File: src/inc/scd_pkg.sv
// Constants for the SPI command decoder: frame layout, commands, register
// map and reset values. Assumes nothing beyond a SystemVerilog compiler.
package scd_pkg;

  // ************************************************************
  // Frame layout
  // ************************************************************
  localparam int FRAME_BITS = 16;
  localparam int CMD_MSB = 15;
  localparam int CMD_LSB = 12;
  localparam int ADDR_MSB = 11;
  localparam int ADDR_LSB = 8;
  localparam int DATA_MSB = 7;
  localparam int CNT_W = 5;
  localparam logic [CNT_W-1:0] FRAME_CNT = 5'h10;

  // ************************************************************
  // Command codes
  // ************************************************************
  typedef enum logic [3:0] {
    SCD_CHECK      = 4'h0,
    SCD_RD_CFG     = 4'h1,
    SCD_WR_CFG     = 4'h2,
    SCD_RD_STAT    = 4'h3,
    SCD_WR_STAT    = 4'h4,
    SCD_RD_CTRL    = 4'h5,
    SCD_WR_CTRL    = 4'h6,
    SCD_CHECK_RESP = 4'h7
  } scd_cmd_t;

  // Check response: flip mask on the command nibble
  localparam logic [3:0] CHECK_FLIP = 4'h7;

  // ************************************************************
  // Register banks
  // ************************************************************
  localparam int REG_W = 8;
  localparam int BANK_DEPTH = 16;
  localparam logic [3:0] FAULT_STAT_ADDR = 4'hd;
  localparam logic [7:0] FAULT_STAT_RESET = 8'h00;
  localparam logic [7:0] REG_RESET = 8'h00;
  localparam int SPI_ERR_BIT = 3;
  localparam int ANY_FAULT_BIT = 7;
  localparam int KEYSW_BIT = 6;
  localparam int PWREN_BIT = 5;
  localparam int BATSW_BIT = 4;
  localparam int PROT_STB_BIT = 2;
  localparam int PROT_OT_BIT = 1;
  localparam int PROT_STG_BIT = 0;

endpackage

File: src/core/scd_decoder.sv
// SPI target command decoder with 16-bit frames and three 8-bit register banks.
// Assumes sclk, select_line_low_n and si are asynchronous pins and the link
// clock is much slower than clk (about 8 clk periods per sclk period or more).
`timescale 1ns/1ps

// What this block does
// - Frames are exactly sixteen bits long
// - Command nibble on top, address, then data
// - Operational parameters kept in 8-bit registers
// - Write stores frame data to addressed register
// - Read data returns during the next frame
// - Commands accepted anytime in normal state
// - Execute only on select rising edge
// - Command codes zero to seven decoded
// - Fault status register bit layout, reset zero
// - Bit three flags a communication error
// - Configuration, control and status banks kept
// - Bad count or command ignored, error set
// - Check echoes payload with flipped command bits
// - Sample rising, shift falling, MSB first
// - Status writes clear only unless self-test
module scd_decoder
  import scd_pkg::*;
#(
  parameter int FRAME_LEN = FRAME_BITS
) (
  input wire logic clk,                 // 25 MHz system clock
  input wire logic reset,               // Async reset, active high
  input wire logic sclk,                // Serial clock pin
  input wire logic select_line_low_n,   // Select pin, active low
  input wire logic si,                  // Serial data in pin
  input wire logic normal_state,        // Device in normal state
  input wire logic self_test_write_enable, // Status writes unrestricted
  input wire logic [6:0] fault_events,  // Status bits 7..4, 2..0 set events
  output logic so,                      // Serial data out
  output logic so_oe,                   // Drive enable for so
  output logic [REG_W-1:0] fault_status, // Fault status register copy
  output logic cmd_strobe               // One-cycle pulse per executed write
);

  // ************************************************************
  // Pin synchronisers
  // ************************************************************
  // Idle pin levels: sclk low, select high, si low
  localparam logic [2:0] PINS_IDLE = 3'h2;
  // Pulse count that a valid frame must reach
  localparam logic [CNT_W-1:0] LEN_CNT = CNT_W'(FRAME_LEN);
  logic [2:0] pins_sync;
  scd_sync #(.WIDTH(3), .RESET_VAL(PINS_IDLE)) u_sync (
    .clk(clk),
    .reset(reset),
    .async_in({sclk, select_line_low_n, si}),
    .sync_out(pins_sync)
  );
  wire logic sclk_s = pins_sync[2];
  wire logic sel_n_s = pins_sync[1];
  wire logic si_s = pins_sync[0];

  // ************************************************************
  // Link state
  // ************************************************************
  typedef enum logic [1:0] {
    SCD_IDLE  = 2'b00,
    SCD_FRAME = 2'b01,
    SCD_DONE  = 2'b11
  } scd_state_t;

  scd_state_t state_reg, state_next;
  logic sclk_d_reg, sclk_d_next;
  logic sel_d_reg, sel_d_next;
  logic [FRAME_BITS-1:0] shin_reg, shin_next;
  logic [FRAME_BITS-1:0] shout_reg, shout_next;
  logic [FRAME_BITS-1:0] resp_reg, resp_next;
  logic [CNT_W-1:0] cnt_reg, cnt_next;
  logic so_next, so_oe_next, strobe_next;

  logic [REG_W-1:0] cfg_mem [BANK_DEPTH];
  logic [REG_W-1:0] ctrl_mem [BANK_DEPTH];
  logic [REG_W-1:0] stat_mem [BANK_DEPTH];
  logic [REG_W-1:0] fault_next;
  logic wr_cfg, wr_ctrl, wr_stat;
  logic [3:0] wr_addr;
  logic [REG_W-1:0] wr_data;

  wire logic sclk_rise = sclk_s & ~sclk_d_reg;
  wire logic sclk_fall = ~sclk_s & sclk_d_reg;
  wire logic sel_fall = ~sel_n_s & sel_d_reg;
  wire logic sel_rise = sel_n_s & ~sel_d_reg;

  // Combines status write policy with the stored value
  function automatic logic [REG_W-1:0] stat_write(input logic [REG_W-1:0] cur,
                                                  input logic [REG_W-1:0] dat,
                                                  input logic free);
    stat_write = free ? dat : (cur & dat);
  endfunction

  // Frame decode, response build and register write request
  always_comb begin
    logic [3:0] cmd;
    logic [3:0] addr;
    logic [REG_W-1:0] data;
    logic bad;
    cmd = shin_reg[CMD_MSB:CMD_LSB];
    addr = shin_reg[ADDR_MSB:ADDR_LSB];
    data = shin_reg[DATA_MSB:0];
    bad = 1'b0;
    state_next = state_reg;
    sclk_d_next = sclk_s;
    sel_d_next = sel_n_s;
    shin_next = shin_reg;
    shout_next = shout_reg;
    resp_next = resp_reg;
    cnt_next = cnt_reg;
    so_next = so;
    so_oe_next = so_oe;
    strobe_next = 1'b0;
    wr_cfg = 1'b0;
    wr_ctrl = 1'b0;
    wr_stat = 1'b0;
    wr_addr = addr;
    wr_data = data;
    unique case (state_reg)
      SCD_IDLE: begin
        so_oe_next = 1'b0;
        if (sel_fall) begin
          state_next = SCD_FRAME;
          cnt_next = '0;
          so_oe_next = 1'b1;
          shout_next = resp_reg;
          so_next = resp_reg[FRAME_BITS-1];
        end
      end
      SCD_FRAME: begin
        if (sclk_rise) begin
          shin_next = {shin_reg[FRAME_BITS-2:0], si_s};
          if (cnt_reg != '1)
            cnt_next = cnt_reg + 1'b1;
        end
        if (sclk_fall) begin
          shout_next = {shout_reg[FRAME_BITS-2:0], 1'b0};
          so_next = shout_reg[FRAME_BITS-2];
        end
        if (sel_rise) begin
          state_next = SCD_DONE;
          so_oe_next = 1'b0;
        end
      end
      SCD_DONE: begin
        // Execute only after select returns high
        state_next = SCD_IDLE;
        resp_next = shin_reg;
        if (cnt_reg != LEN_CNT) begin
          bad = 1'b1;
        end else if (normal_state) begin
          unique case (cmd)
            SCD_CHECK: resp_next = {cmd ^ CHECK_FLIP, shin_reg[ADDR_MSB:0]};
            SCD_RD_CFG: resp_next = {cmd, addr, cfg_mem[addr]};
            SCD_RD_STAT: resp_next = {cmd, addr, stat_mem[addr]};
            SCD_RD_CTRL: resp_next = {cmd, addr, ctrl_mem[addr]};
            SCD_WR_CFG: wr_cfg = 1'b1;
            SCD_WR_STAT: wr_stat = 1'b1;
            SCD_WR_CTRL: wr_ctrl = 1'b1;
            SCD_CHECK_RESP: resp_next = shin_reg;
            default: bad = 1'b1;
          endcase
          strobe_next = wr_cfg | wr_ctrl | wr_stat;
        end
      end
      default: state_next = SCD_IDLE;
    endcase
    if (!normal_state) begin
      wr_cfg = 1'b0;
      wr_ctrl = 1'b0;
      wr_stat = 1'b0;
      strobe_next = 1'b0;
    end
    // Fault status: events set, writes per policy, error sticky
    fault_next = fault_status;
    if (wr_stat && addr == FAULT_STAT_ADDR)
      fault_next = stat_write(fault_status, data, self_test_write_enable);
    // Hardware events set bits only while self-test writes are off, set wins
    if (!self_test_write_enable) begin
      fault_next[ANY_FAULT_BIT] = fault_next[ANY_FAULT_BIT] | fault_events[6];
      fault_next[KEYSW_BIT] = fault_next[KEYSW_BIT] | fault_events[5];
      fault_next[PWREN_BIT] = fault_next[PWREN_BIT] | fault_events[4];
      fault_next[BATSW_BIT] = fault_next[BATSW_BIT] | fault_events[3];
      fault_next[PROT_STB_BIT] = fault_next[PROT_STB_BIT] | fault_events[2];
      fault_next[PROT_OT_BIT] = fault_next[PROT_OT_BIT] | fault_events[1];
      fault_next[PROT_STG_BIT] = fault_next[PROT_STG_BIT] | fault_events[0];
    end
    if (bad)
      fault_next[SPI_ERR_BIT] = 1'b1;
  end

  // Link state registers
  always_ff @(posedge clk or posedge reset) begin
    if (reset) begin
      state_reg <= SCD_IDLE;
      sclk_d_reg <= 1'b0;
      sel_d_reg <= 1'b1;
      shin_reg <= '0;
      shout_reg <= '0;
      resp_reg <= '0;
      cnt_reg <= '0;
      so <= 1'b0;
      so_oe <= 1'b0;
      cmd_strobe <= 1'b0;
      fault_status <= FAULT_STAT_RESET;
    end else begin
      state_reg <= state_next;
      sclk_d_reg <= sclk_d_next;
      sel_d_reg <= sel_d_next;
      shin_reg <= shin_next;
      shout_reg <= shout_next;
      resp_reg <= resp_next;
      cnt_reg <= cnt_next;
      so <= so_next;
      so_oe <= so_oe_next;
      cmd_strobe <= strobe_next;
      fault_status <= fault_next;
    end
  end

  // ************************************************************
  // Register banks
  // ************************************************************
  // Three banks of 8-bit registers
  always_ff @(posedge clk or posedge reset) begin
    if (reset) begin
      for (int i = 0; i < BANK_DEPTH; i++) begin
        cfg_mem[i] <= REG_RESET;
        ctrl_mem[i] <= REG_RESET;
        stat_mem[i] <= REG_RESET;
      end
    end else begin
      if (wr_cfg)
        cfg_mem[wr_addr] <= wr_data;
      if (wr_ctrl)
        ctrl_mem[wr_addr] <= wr_data;
      if (wr_stat)
        stat_mem[wr_addr] <= stat_write(stat_mem[wr_addr], wr_data, self_test_write_enable);
      stat_mem[FAULT_STAT_ADDR] <= fault_next;
    end
  end

  // ************************************************************
  // Checks
  // ************************************************************
  a_err_on_count: assert property (@(posedge clk) disable iff (reset)
    (state_reg == SCD_DONE && cnt_reg != FRAME_CNT) |=> fault_status[SPI_ERR_BIT])
    else $error("short or long frame did not flag error");
  a_no_wr_bad_cnt: assert property (@(posedge clk) disable iff (reset)
    (state_reg == SCD_DONE && cnt_reg != FRAME_CNT) |=> !cmd_strobe)
    else $error("bad frame executed");
  a_exec_after_sel: assert property (@(posedge clk) disable iff (reset)
    cmd_strobe |-> $past(state_reg) == SCD_DONE)
    else $error("write executed outside frame end");
  a_so_off_idle: assert property (@(posedge clk) disable iff (reset)
    (state_reg == SCD_IDLE && !sel_fall) |=> !so_oe)
    else $error("so driven while deselected");
  a_err_sticky: assert property (@(posedge clk) disable iff (reset)
    (fault_status[SPI_ERR_BIT] && !wr_stat) |=> fault_status[SPI_ERR_BIT])
    else $error("error flag lost");
  a_clear_only: assert property (@(posedge clk) disable iff (reset)
    (wr_stat && wr_addr == FAULT_STAT_ADDR && !self_test_write_enable && !fault_status[PROT_STG_BIT]
     && !fault_events[0]) |=> !fault_status[PROT_STG_BIT])
    else $error("status bit set by write without self-test");
  a_ignore_abnormal: assert property (@(posedge clk) disable iff (reset)
    !$past(normal_state) |-> !cmd_strobe)
    else $error("command executed outside normal state");
  a_check_resp: assert property (@(posedge clk) disable iff (reset)
    (state_reg == SCD_DONE && cnt_reg == FRAME_CNT && normal_state && shin_reg[CMD_MSB:CMD_LSB] == SCD_CHECK)
    |=> resp_reg == {CHECK_FLIP, $past(shin_reg[ADDR_MSB:0])})
    else $error("check response wrong");

endmodule

File: src/core/scd_sync.sv
// Two-flop synchroniser for a group of asynchronous pin levels.
// Assumes inputs come from outside the clk domain.
`timescale 1ns/1ps
module scd_sync #(
  parameter int WIDTH = 3,
  parameter logic [WIDTH-1:0] RESET_VAL = '0 // Idle levels of the pins
) (
  input wire logic clk,                 // System clock
  input wire logic reset,               // Async reset, active high
  input wire logic [WIDTH-1:0] async_in, // Pin levels
  output logic [WIDTH-1:0] sync_out     // Synchronised levels
);

  logic [WIDTH-1:0] meta_reg;
  logic [WIDTH-1:0] meta_next;
  logic [WIDTH-1:0] sync_next;

  // Next values of both stages
  always_comb begin
    meta_next = async_in;
    sync_next = meta_reg;
  end

  // Stage registers; reset to idle levels so no false edge follows reset
  always_ff @(posedge clk or posedge reset) begin
    if (reset) begin
      meta_reg <= RESET_VAL;
      sync_out <= RESET_VAL;
    end else begin
      meta_reg <= meta_next;
      sync_out <= sync_next;
    end
  end

endmodule

File: config.mk
export PLATFORM = sky130hd
export DESIGN_NAME = scd_decoder
export DESIGN_NICKNAME = d
export VERILOG_FILES = /design/src/inc/scd_pkg.sv /design/src/core/scd_decoder.sv /design/src/core/scd_sync.sv
export SDC_FILE = /design/constraint.sdc
export NUM_CORES = 1
export LEC_CHECK = 0
export BUFFER_PORTS_ARGS = -buffer_cell sky130_fd_sc_hd__clkbuf_2
export CELL_PAD_IN_SITES_DETAIL_PLACEMENT = 1
export CELL_PAD_IN_SITES_GLOBAL_PLACEMENT = 1
export CORE_MARGIN = 2
export CORE_UTILIZATION = 32
export DETAILED_ROUTE_END_ITERATION = 16
export PLACE_DENSITY_LB_ADDON = 0.1
export SLEW_MARGIN = 10
export SYNTH_ARGS = -nofsm -noshare
export SYNTH_HDL_FRONTEND = slang
export SYNTH_HIERARCHICAL = 1
export SYNTH_SLANG_ARGS = --single-unit
File: constraint.sdc
create_clock -name clk -period 44.5 [get_ports clk]
set_clock_uncertainty 0.15 [all_clocks]
set_input_delay 11.125 -clock clk [delete_from_list [all_inputs] [get_ports clk]]
set_output_delay 11.125 -clock clk [all_outputs]
set_load 0.03 [all_outputs]
* After elaboration in Yosys (flattened, before gate mapping)
Index checks and enable logic that the tools add are counted.
Cells by class: add/sub/neg operators 1, multipliers 0, divide/modulo/power cells 0, $lt $le $gt $ge 2, equality and inequality tests 17, shifts and indexed selects 0, multiplexer cells 67, bitwise logic cells 21, reduce and logical (&&, ||, !) cells 12
Operator list (count):
- $bwmux 128 | 3
- $bmux 8 s4 | 3
- $mux 8 | 10
- $mux 15 | 4
- $pmux 15 s4 | 1
- $mux 1 | 33
- $demux 8 s4 | 1
- $pmux 15 s2 | 1
- $and 8x8->8 | 2
- $eq 4x3->1 const B | 4
- $mux 5 | 3
- $ne 2x2->1 const B | 5
- $ne 5x5->1 const B | 2
- $pmux 5 s2 | 1
- $or 1x1->1 | 9
- $eq 4x2->1 const B | 2
- $reduce_or 8->1 | 1
- $reduce_and 2->1 | 3
- $add 5x1->5 const B | 1
- $ge 5x5->1 const B | 1
- $lt 5x1->1 const B | 1
- $not 4->5 | 1
- $and 1x1->1 | 4
- $eq 4x1->1 const B | 1
- 16 further kinds | 23
Word-level totals: register bits after elaboration 449, bits in latches 0, RAM bits 0, bits in read-only memories 0, bits of input ports 14, output and inout port bits 11, word-level logic and storage cells 181, memories 0

* Longest topological paths before layout
Gate-level depths: netlist (run 1).
depth in word-level cells 12, gate-level depth with buffers 10, mapped depth without buffers 7

* Cells and area by module
The synthesis (run 1) kept the hierarchy.
Modules (own cells, without submodules):
- scd_decoder | instances 1, cells each 1707, area an instance 21717.1 sq um, seq. area each 11086.9 sq um
- scd_sync | instances 1, cells each 7, area an instance 156.4 sq um, seq. area each 152.6 sq um

* Worst setup path before layout (run 1)
No wires, ideal clock.
path type in2reg, start point in normal_state, end point reg ctrl_mem[80] in the netlist's numbering, setup time 0.128 ns, arrival time 12.251 ns, required time 44.222 ns, setup slack 31.971 ns, stages on the path 5, path buffers 1, path through nand4b_4 nor3_4 buf_4 nand2_4 mux2_1
Between the ends: longest elaborated chain between the ends 1
Ends and longest elaborated chain:
- start, declared | line scd_decoder.sv:32 | input wire logic normal_state,
- $mux 1 | line scd_decoder.sv:171 | if (!normal_state) begin
- end signal, assigned by index | line scd_decoder.sv:239 | ctrl_mem[wr_addr] <= wr_data;
- end, declared | line scd_decoder.sv:78 | logic [REG_W-1:0] ctrl_mem [BANK_DEPTH];
No other way between the ends. A chain may end at the register's enable or synchronous reset.

==> Implementation_results.wiki, run 1 <==
{| class="wikitable"
! Metric !! Value
|-
| Registers with the most flip-flops || cfg_mem (128), ctrl_mem (128), stat_mem (128)
|-
| Clock tree from TritonCTS || yes
|-
| Final Wtd Congestion || approximately 0.77
|-
| Cell Area, Synth || roughly 0.022 sq mm
|-
| # H-tree levels || 2
|-
| Most numerous cell in the Yosys netlist || dfrtp_1
|-
| Net count after synthesis || 1731
|-
| Layout overhead on the synthesized area || 11.8%
|-
| Avg Inst Size Synth || 12.8 sq um
|-
| Result of the run || finished, final reports clean
|-
| Buffers inserted during post-CTS setup optimization || 0
|-
| Aggregate negative setup slack || 0 ns
|-
| Flop-to-flop setup slack || 39.79 ns
|-
| Synth warnings || 6
|-
| Iteration-0 DRC Markers || 814
|-
| Via count of the first global-routing pass || 15100
|-
| Hold_buf cts || 0
|-
| Vias per cell || 5.43
|-
| Yosys reg bits || 449
|-
| Fin crit share || 0.295
|-
| Cell Pwr Density || 44.1 mW/mm^2
|-
| # port buffers || 24
|-
| Hold path startpoint || u_sync/meta_reg[0]
|-
| Starting density of the core || 0.325
|-
| Number of core rows || 95
|-
| Register area share after synthesis || 0.514
|-
| End point of the most critical hold path || u_sync/sync_out[0]
|-
| Standby leakage power || 11.0 nW
|-
| I/O pin cnt || 25
|-
| Worst Hold Class || reg2reg
|-
| Detailed-route DRC error count || 0
|-
| Half-perimeter wire length of the detailed placement result || between 40000 and 50000 microns
|-
| Worst hold slack after final layout || 0.204 ns
|-
| Layout cell share with drive strength beyond 1 || 0.303
|-
| Top post-synthesis cells by area || dfrtp_1 51%, mux2_2 11%, mux4_2 11%
|-
| CP Max Fanout || approximately 110
|-
| Global router's overall resource usage || 0.195
|-
| Number of gates resized after CTS || 0
|-
| Number of antenna violations at the first check in global routing || 0
|-
| Die outline height || 265 microns
|-
| Number of cells traversed by the worst hold path || 0
|-
| Post-detailed-routing wire length || 66900 microns
|-
| TritonCTS buffer count || 53
|-
| Nets@finish || 1692
|-
| Pin count of the biggest net entering global routing || 107
|-
| Root Driver || clkbuf_16
|-
| Max Transition Viols Final || 0
|-
| Top_reg_cell synth || dfrtp_1
|-
| Worst relative slew slack || 0.148
|-
| Hold Fails Final Rpt || 0
|-
| Max Cap Viol || 0
|-
| Finish-stage setup viols || 0
|-
| Worst Max-Slew Pin Slew || 1.27 ns
|-
| Worst slack, placed || 30.68 ns
|-
| Max VDD drop || 0.0000301 V
|-
| Number of enable-type register cells in the synthesized netlist || 0
|-
| Critical path startpoint category || input port
|-
| Number of filler cells placed in the layout || around 7100
|-
| Instance count of the mapped netlist || 1714
|-
| Number of vias in the routed layout || 14100
|-
| Total core area || slightly below 0.07 sq mm
|-
| Depth of the most critical reg-to-reg path || 6
|-
| Clk pin slew, worst setup/hold paths || 0.06 ns
|-
| Unique cell type count in the Yosys netlist || slightly below 60
|-
| Maximum frequency from static timing analysis || 76.1 MHz
|-
| Reg-to-reg critical path endpoint || cfg_mem[107]
|-
| Data arrival at the endpoint of the critical path || between 10 and 15 ns
|-
| Fraction of synthesized cell area taken by the top area cell type || 0.510
|-
| First-pass detailed-route iteration total || 5
|-
| Number of clock sinks || 449
|-
| Skew-Pair Late Insertion Delay || 0.60 ns
|-
| Die Outline Area || 0.0705 sq mm
|-
| Wirelength per Cell || 25.8 microns
|-
| Post-route setup slack || 31.36 ns
|-
| Worst R2R Start || shin_reg[9]
|-
| Cell accounting for the most synthesized area || dfrtp_1
|-
| Setup Crit Path Kind || in2async
|-
| Most frequent cells after synthesis || 446 x dfrtp_1, 214 x mux2_2, 177 x nand2_1, 104 x mux4_2, 80 x mux2_1
|-
| Total congestion overflow || 0
|-
| First-pass GRT wire length || 103000 microns
|-
| Number of nets with antenna violations after routing || 0
|-
| Critical path capture point type || asynchronous set/reset pin
|-
| Share of synthesized flip-flops with an asynchronous set or reset || 1.00
|-
| Minimum period implied by the final worst setup slack || 13.14 ns
|-
| Required time worst endpoint || 44.95 ns
|-
| Horiz. Die Dim || 265 microns
|-
| Buffer levels on the longest clock path || 3
|-
| Inserted Diodes || 0
|-
| Unrepaired setup endpoints after global routing || no
|}
## critical path: stages
cell and delay [ns]:
clkbuf_2 0.13, inv_8 0.45, buf_4 0.75, buf_4 0.84
## layout by cell type (no fill, tap or decap), types with 31 or more instances in the layout
cell	count
dfrtp_1	435
mux2_2	214
nand2_1	177
mux4_2	104
mux2_1	80
o21ai_0	62
nand3_1	62
clkbuf_16	55
nor2_1	48
o2bb2ai_1	48
nand2b_1	46
mux2i_1	32
buf_4	31
## stage by stage
step	cell area [sq um]	instances	utilization	total power, mW
after detailed placement	22700	2493	0.337	0.656
after global placement	22700	2493	0.337	0.653
after CTS	24400	2590	0.363	1.10
after global routing	24500	2590	0.363	1.13
final	24500	2590	0.363	1.08
after floorplan	21900	1714	-	0.580
## cell type report
class | instances | area [sq um] | share of cell area
clock inverters | 12 | 116 | 0.00476
flip-flops and latches | 449 | 11300 | 0.460
repair buffers | 55 | 353 | 0.0144
well taps | 873 | 1090 | 0.0447
inverters | 12 | 52.6 | 0.00215
clock buffers | 85 | 1630 | 0.0666
multi-input cells | 1104 | 9950 | 0.407
## layer usage
layer  track usage  share of wire
met1         0.279           0.48
met3        0.0281          0.034
met5             0              0
met4        0.0600          0.028
met2         0.306           0.46
## cell families after synthesis
logic type                 share of synthesized area
xor gates and xnor gates                    0.000400
and+or+nand+nor                                0.107
buffers and inverters                         0.0345
muxes                                          0.273
AOI/OAI and AO/OA                             0.0694
adders and majority gates                    0.00172
DFF                                            0.514
## where the power goes
part           switching [mW]  leakage (nW)  internal [mW]  total, mW
clock network           0.176         0.862          0.261      0.436
logic                   0.118          4.02         0.0575      0.176
registers              0.0416          6.13          0.425      0.466
## worst max path at each step
stage	slack (ns)	to	startpoint	cells after the start
after floorplan	20.88	cfg_mem[0]	reset	1
after global placement	30.71	cfg_mem[68]	reset	4
after detailed placement	30.68	cfg_mem[108]	reset	4
after CTS	31.33	cfg_mem[100]	reset	4
after global routing	31.06	cfg_mem[70]	reset	4
final	31.36	cfg_mem[71]	reset	4
(Power assumes the default switching activity.)
==> inputs of run 2 (changes only) <==
Clock period 44.5 ns to 13.67 ns, I/O delays scaled along.
==> run 2 against run 1 <==
Net effect:
- register-to-register slack worse by 31 ns
- combinational power rose to 3.3 times the previous value
- count of clock-buffer cells in the layout up 6
- final area up 0.22%
- critical path depth up 3
- wire length up 0.69%
- sequential power rose to 3.2 times the previous value
- highest routed layer unchanged
- sequential cell count unchanged
- first-iteration DRC count down 6.9%
- via count down 0.60%
- clock power rose to 3.3 times the previous value
- sequential share of layout area down 0.099 points
==> Implementation_results.wiki, run 2 (synthesis results as in run 1) <==
{| class="wikitable"
! Metric !! Value
|-
| Unrepaired setup endpoints after global routing || no
|-
| Buffer levels on the longest clock path || 3
|-
| # placed instances || 2488
|-
| Max VDD drop || 0.000104 V
|-
| Critical path capture point type || register
|-
| Max Cap Viol || 0
|-
| Die outline height || 265 microns
|-
| Aggregate negative setup slack || 0 ns
|-
| Global router's overall resource usage || 0.195
|-
| Number of antenna violations at the first check in global routing || 3
|-
| Finish-stage setup viols || 0
|-
| Total core area || 0.0674 sq mm
|-
| Total congestion overflow || 0
|-
| Nets@finish || 1688
|-
| Buffers inserted during post-CTS setup optimization || 0
|-
| Clk pin slew, worst setup/hold paths || about 0.06 ns
|-
| Worst hold slack after final layout || 0.202 ns
|-
| Minimum period implied by the final worst setup slack || 5.34 ns
|-
| Starting density of the core || 0.325
|-
| Depth of the most critical reg-to-reg path || 7
|-
| Hold Fails Final Rpt || 0
|-
| Multi-input combinational cell area || 0.00996 sq mm
|-
| Vias per cell || 5.41
|-
| Data arrival at the endpoint of the critical path || about 5.6 ns
|-
| # port buffers || 24
|-
| Post-detailed-routing wire length || 67400 microns
|-
| Maximum frequency from static timing analysis || 187 MHz
|-
| First-pass detailed-route iteration total || 5
|-
| Max Transition Viols Final || 0
|-
| Via count of the first global-routing pass || 15300
|-
| Layout cell share with drive strength beyond 1 || 0.303
|-
| Root Driver || clkbuf_16
|-
| Non-filler instance count after layout || 2586
|-
| Die Outline Area || 0.0705 sq mm
|-
| Standby leakage power || between 10 and 15 nW
|-
| Cell Pwr Density || 144 mW/mm^2
|-
| Critical path startpoint category || register
|-
| Worst relative slew slack || 0.169
|-
| # H-tree levels || 2
|-
| Amount of wire on met2 after detailed routing || 31300 microns
|-
| Number of vias in the routed layout || about 14000
|-
| Setup Crit Path Kind || reg2reg
|-
| Cell-by-cell trace of the critical path || buf_4, buf_4, mux4_2, mux2i_1, nor2_1, a211oi_2, o21ai_0
|-
| PnR Total Power || 3.54 mW
|-
| Skew-Pair Late Insertion Delay || 0.62 ns
|-
| Register Area || ~0.011 sq mm
|-
| Horiz. Die Dim || 265 microns
|-
| Layout overhead on the synthesized area || 12.1%
|-
| Registers with the most flip-flops || cfg_mem (128), ctrl_mem (128), stat_mem (128)
|-
| Met3 wirelength from detailed routing || between 2000 and 2500 microns
|-
| Half-perimeter wire length of the detailed placement result || ~42000 microns
|-
| Largest stage delay, worst path || between 1 and 1.5 ns
|-
| Top library cells by usage in the layout, fill and taps aside || 435 x dfrtp_1, 214 x mux2_2, 177 x nand2_1
|-
| M1 WL || 32200 microns
|-
| Iteration-0 DRC Markers || 758
|-
| Required time worst endpoint || between 10 and 15 ns
|-
| DR top layer || met4
|-
| TritonCTS buffer count || 54
|-
| Worst slack, placed || about 8.0 ns
|-
| Number of core rows || 95
|-
| Wirelength per Cell || between 20 and 30 microns
|-
| Flop-to-flop setup slack || roughly 8.3 ns
|-
| I/O pin cnt || 25
|-
| Clock tree from TritonCTS || yes
|-
| Result of the run || finished, final reports clean
|-
| Fin crit share || 0.390
|-
| Number of clock sinks || 449
|-
| Most frequent standard cell in the layout excluding fill and tap cells || dfrtp_1
|-
| Worst Hold Class || reg2reg
|-
| Most Frequent Cell on Critical Path || buf_4
|-
| Number of cells traversed by the worst hold path || 0
|-
| Pin count of the biggest net entering global routing || 163
|-
| First-pass GRT wire length || roughly 100000 microns
|-
| Worst Max-Slew Pin Slew || 1.24 ns
|-
| Number of gates resized after CTS || 0
|-
| CP Max Fanout || 48
|-
| Number of nets with antenna violations after routing || 0
|-
| Final Wtd Congestion || slightly below 0.8
|-
| Post-route setup slack || ~8.3 ns
|-
| Crit path max-delay cell type || a211oi_2
|-
| Hold_buf cts || 0
|-
| Number of filler cells placed in the layout || 6979
|-
| Detailed-route DRC error count || 0
|}
-- run 2: cell count changes in the layout (fill, tap and decap cells not counted), moves of 2 or more --
cell / delta
buf_4: -7
clkbuf_8: +5
clkinv_2: -5
buf_12: +2
clkbuf_16: +2
-- run 2: worst paths after layout --
kind	startpoint	to
max in group asynchronous	reset	stat_mem[16]
min in group asynchronous	reset	u_sync/meta_reg[2]
setup reg to reg	shin_reg[9]	stat_mem[45]
setup / recovery	shin_reg[9]	stat_mem[45]
hold / removal	u_sync/meta_reg[0]	u_sync/sync_out[0]
hold reg to reg	u_sync/meta_reg[0]	u_sync/sync_out[0]
-- run 2: metal layers --
layer / track usage / up-vias
met5: 0 / -
met4: 0.0510 / 0
met3: 0.0307 / 93
met2: 0.308 / 182
met1: 0.279 / 7532
li1: - / 6173
-- run 2: final cells by class --
cell class              count  share of cell area
flip-flops and latches    449               0.459
multi-input cells        1104               0.406
clock buffers              91              0.0712
well taps                 873              0.0446
repair buffers             50              0.0139
clock inverters             6             0.00250
inverters                  12             0.00199
diodes                      1            0.000102
-- run 2: where the power goes --
| group | switching [mW] | internal [mW] |
|---|---|---|
| clock network | 0.580 | 0.878 |
| logic | 0.394 | 0.187 |
| registers | 0.119 | 1.38 |
| total | 1.09 | 2.45 |
-- run 2: critical path, delay by kind of cell, from the launching register on --
kind                   cells  cell delay (ns)
AOI/OAI and AO/OA          2             1.28
muxes                      2             1.10
DFF                        1             0.83
and+or+nand+nor            1             0.10
buffers and inverters      2             1.51
-- run 2: metrics by stage --
| stage | utilization | area (sq um) |
|---|---|---|
| floorplan | - | 21900 |
| global placement | 0.337 | 22700 |
| detailed placement | 0.337 | 22700 |
| global route | 0.364 | 24500 |
| CTS | 0.364 | 24500 |
| finish | 0.364 | 24500 |
==> inputs of run 3 (changes only) <==
Clock period 13.67 ns to 5.3 ns, I/O delays scaled along.
==> run 3 against run 2 <==
Net effect:
- non-clock buffer count is 10 higher
- core utilization barely moved
- cell count increased by 0.31%
- maximum frequency grew 44%
- sequential power grew to 2.7 times the previous value
- largest cell class unchanged
==> Implementation_results.wiki, run 3 (synthesis results as in run 1) <==
{| class="wikitable"
! Metric !! Value
|-
| End point of the most critical hold path || u_sync/sync_out[0]
|-
| Max Transition Viols Final || 0
|-
| Met3 wirelength from detailed routing || 2250 microns
|-
| Global router's overall resource usage || 0.197
|-
| Worst relative slew slack || 0.212
|-
| DR top layer || met5
|-
| Minimum period implied by the final worst setup slack || 3.71 ns
|-
| Flop-to-flop setup slack || 1.59 ns
|-
| Switching power share of the total || 0.312
|-
| TritonCTS buffer count || 53
|-
| Post-detailed-routing wire length || 67300 microns
|-
| Starting density of the core || 0.325
|-
| Setup Crit Path Kind || reg2reg
|-
| Detailed-route DRC error count || 0
|-
| Maximum frequency from static timing analysis || between 200 and 300 MHz
|-
| Iteration-0 DRC Markers || between 700 and 800
|-
| M1 WL || around 32000 microns
|-
| Number of nets with antenna violations after routing || 0
|-
| Result of the run || finished, final reports clean
|-
| Critical path startpoint category || register
|-
| Total core area || ~0.067 sq mm
|-
| Aggregate negative setup slack || 0 ns
|-
| Clk pin slew, worst setup/hold paths || 0.06 ns
|-
| Number of core rows || 95
|-
| CP Max Fanout || 40
|-
| Nets@finish || 1697
|-
| Cell Pwr Density || 366 mW/mm^2
|-
| Finish-stage setup viols || 0
|-
| Amount of wire on met2 after detailed routing || 31600 microns
|-
| First-pass GRT wire length || 104000 microns
|-
| Final Wtd Congestion || 0.793
|-
| Registers with the most flip-flops || cfg_mem (128), ctrl_mem (128), stat_mem (128)
|-
| Critical path capture point type || register
|-
| Non-filler instance count after layout || 2594
|-
| Number of cells traversed by the worst hold path || 0
|-
| Layout cell share with drive strength beyond 1 || 0.309
|-
| # placed instances || 2498
|-
| Number of clock sinks || about 450
|-
| Int Power || 6.19 mW
|-
| Clock group share of total power || 0.404
|-
| Number of vias in the routed layout || between 10000 and 15000
|-
| Data arrival at the endpoint of the critical path || 3.99 ns
|-
| Horiz. Die Dim || 265 microns
|-
| Number of gates resized after CTS || 0
|-
| # port buffers || 24
|-
| Pin count of the biggest net entering global routing || 112
|-
| Half-perimeter wire length of the detailed placement result || 43200 microns
|-
| Fin crit share || 0.699
|-
| Hold_buf cts || 0
|-
| Top library cells by usage in the layout, fill and taps aside || 435 x dfrtp_1, 214 x mux2_2, 177 x nand2_1
|-
| Clock tree from TritonCTS || yes
|-
| First-pass detailed-route iteration total || 6
|-
| Die outline height || 265 microns
|-
| Worst R2R Start || shin_reg[9]
|-
| Fraction of power consumed by sequential logic || 0.450
|-
| Combinational fraction of design power || 0.146
|-
| Vias per cell || 5.41
|-
| Buffers inserted during post-CTS setup optimization || 0
|-
| Depth of the most critical reg-to-reg path || 5
|-
| Hold Fails Final Rpt || 0
|-
| Worst hold slack after final layout || 0.207 ns
|-
| Reg-to-reg critical path endpoint || stat_mem[70]
|-
| Max VDD drop || 0.000232 V
|-
| Wirelength per Cell || roughly 26 microns
|-
| Util after Layout || 0.364
|-
| Root Driver || clkbuf_16
|-
| Layout overhead on the synthesized area || 12.1%
|-
| Standby leakage power || approximately 11 nW
|-
| Via count of the first global-routing pass || 15300
|-
| # H-tree levels || 2
|-
| Required time worst endpoint || 5.58 ns
|-
| Most frequent standard cell in the layout excluding fill and tap cells || dfrtp_1
|-
| I/O pin cnt || 25
|-
| Hold path startpoint || u_sync/meta_reg[0]
|-
| Worst Max-Slew Pin Slew || 1.18 ns
|-
| PnR Total Power || 8.99 mW
|-
| Worst Hold Class || reg2reg
|-
| Max Cap Viol || 0
|-
| Die Outline Area || 0.0705 sq mm
|-
| Switching Power || 2.80 mW
|-
| Skew-Pair Late Insertion Delay || 0.61 ns
|-
| Unrepaired setup endpoints after global routing || no
|-
| Number of antenna violations at the first check in global routing || 3
|-
| Total congestion overflow || 0
|-
| Buffer levels on the longest clock path || 3
|}
==> run 3: cell types whose count changed in the layout (fill, tap and decap cells not counted) <==
cell and delta:
nor4_2 -1, o31ai_1 +1, o31ai_2 -1, buf_4 +7, inv_6 +1, clkinv_4 -1
clkbuf_16 -2, clkbuf_1 -7, nor4_1 +1, clkbuf_8 -5, clkinvlp_4 +1, clkinv_2 +11
buf_12 +3
==> run 3: how the worst max path moves through the flow <==
stage	startpoint	to	cells after the start
3_5_place_dp	shin_reg[9]	stat_mem[70]	5
4_1_cts	shin_reg[9]	stat_mem[70]	5
3_3_place_gp	shin_reg[9]	stat_mem[14]	5
5_1_grt	shin_reg[9]	stat_mem[77]	5
2_1_floorplan	reset	cfg_mem[0]	1
6_report	shin_reg[9]	stat_mem[70]	5
==> run 3: critical path, cell delays in order (launching register included) <==
cell and delay, ns:
dfrtp_4 0.87, buf_4 0.43, mux4_2 0.54, mux2_2 0.28, a211oi_2 0.96, o21ai_0 0.24
==> run 3: power by group through the flow <==
| stage | logic, mW | registers (mW) | clock network [mW] |
|---|---|---|---|
| after detailed placement | 1.35 | 4.13 | 0 |
| after global routing | 1.44 | 4.11 | 3.89 |
| after floorplan | 1.17 | 3.70 | 0 |
| after global placement | 1.33 | 4.13 | 0 |
| after CTS | 1.36 | 4.07 | 3.76 |
| final | 1.31 | 4.05 | 3.63 |
==> run 3: cell type report <==
class                      count  area [sq um]
inverter                      12          48.8
antenna                        1          2.50
clock inverter                18           124
fill                        7033         42900
clock buffer                  77          1600
tap                          873          1090
timing repair buffer          60           453
multi-input combinational   1104          9950
sequential                   449         11300
==> run 3: routing by layer <==
layer  up-vias  track usage
met5         -            0
met4         2       0.0515
met3        79       0.0262
met2       213        0.312
met1      7550        0.283
li1       6191            -
==> run 3: through the flow <==
step                      cell area [sq um]  setup WS [ns]
after floorplan                       21900          -2.16
after global placement                22800           1.60
after detailed placement              22800           1.55
after CTS                             24500           1.52
after global routing                  24500           1.34
final                                 24500           1.59
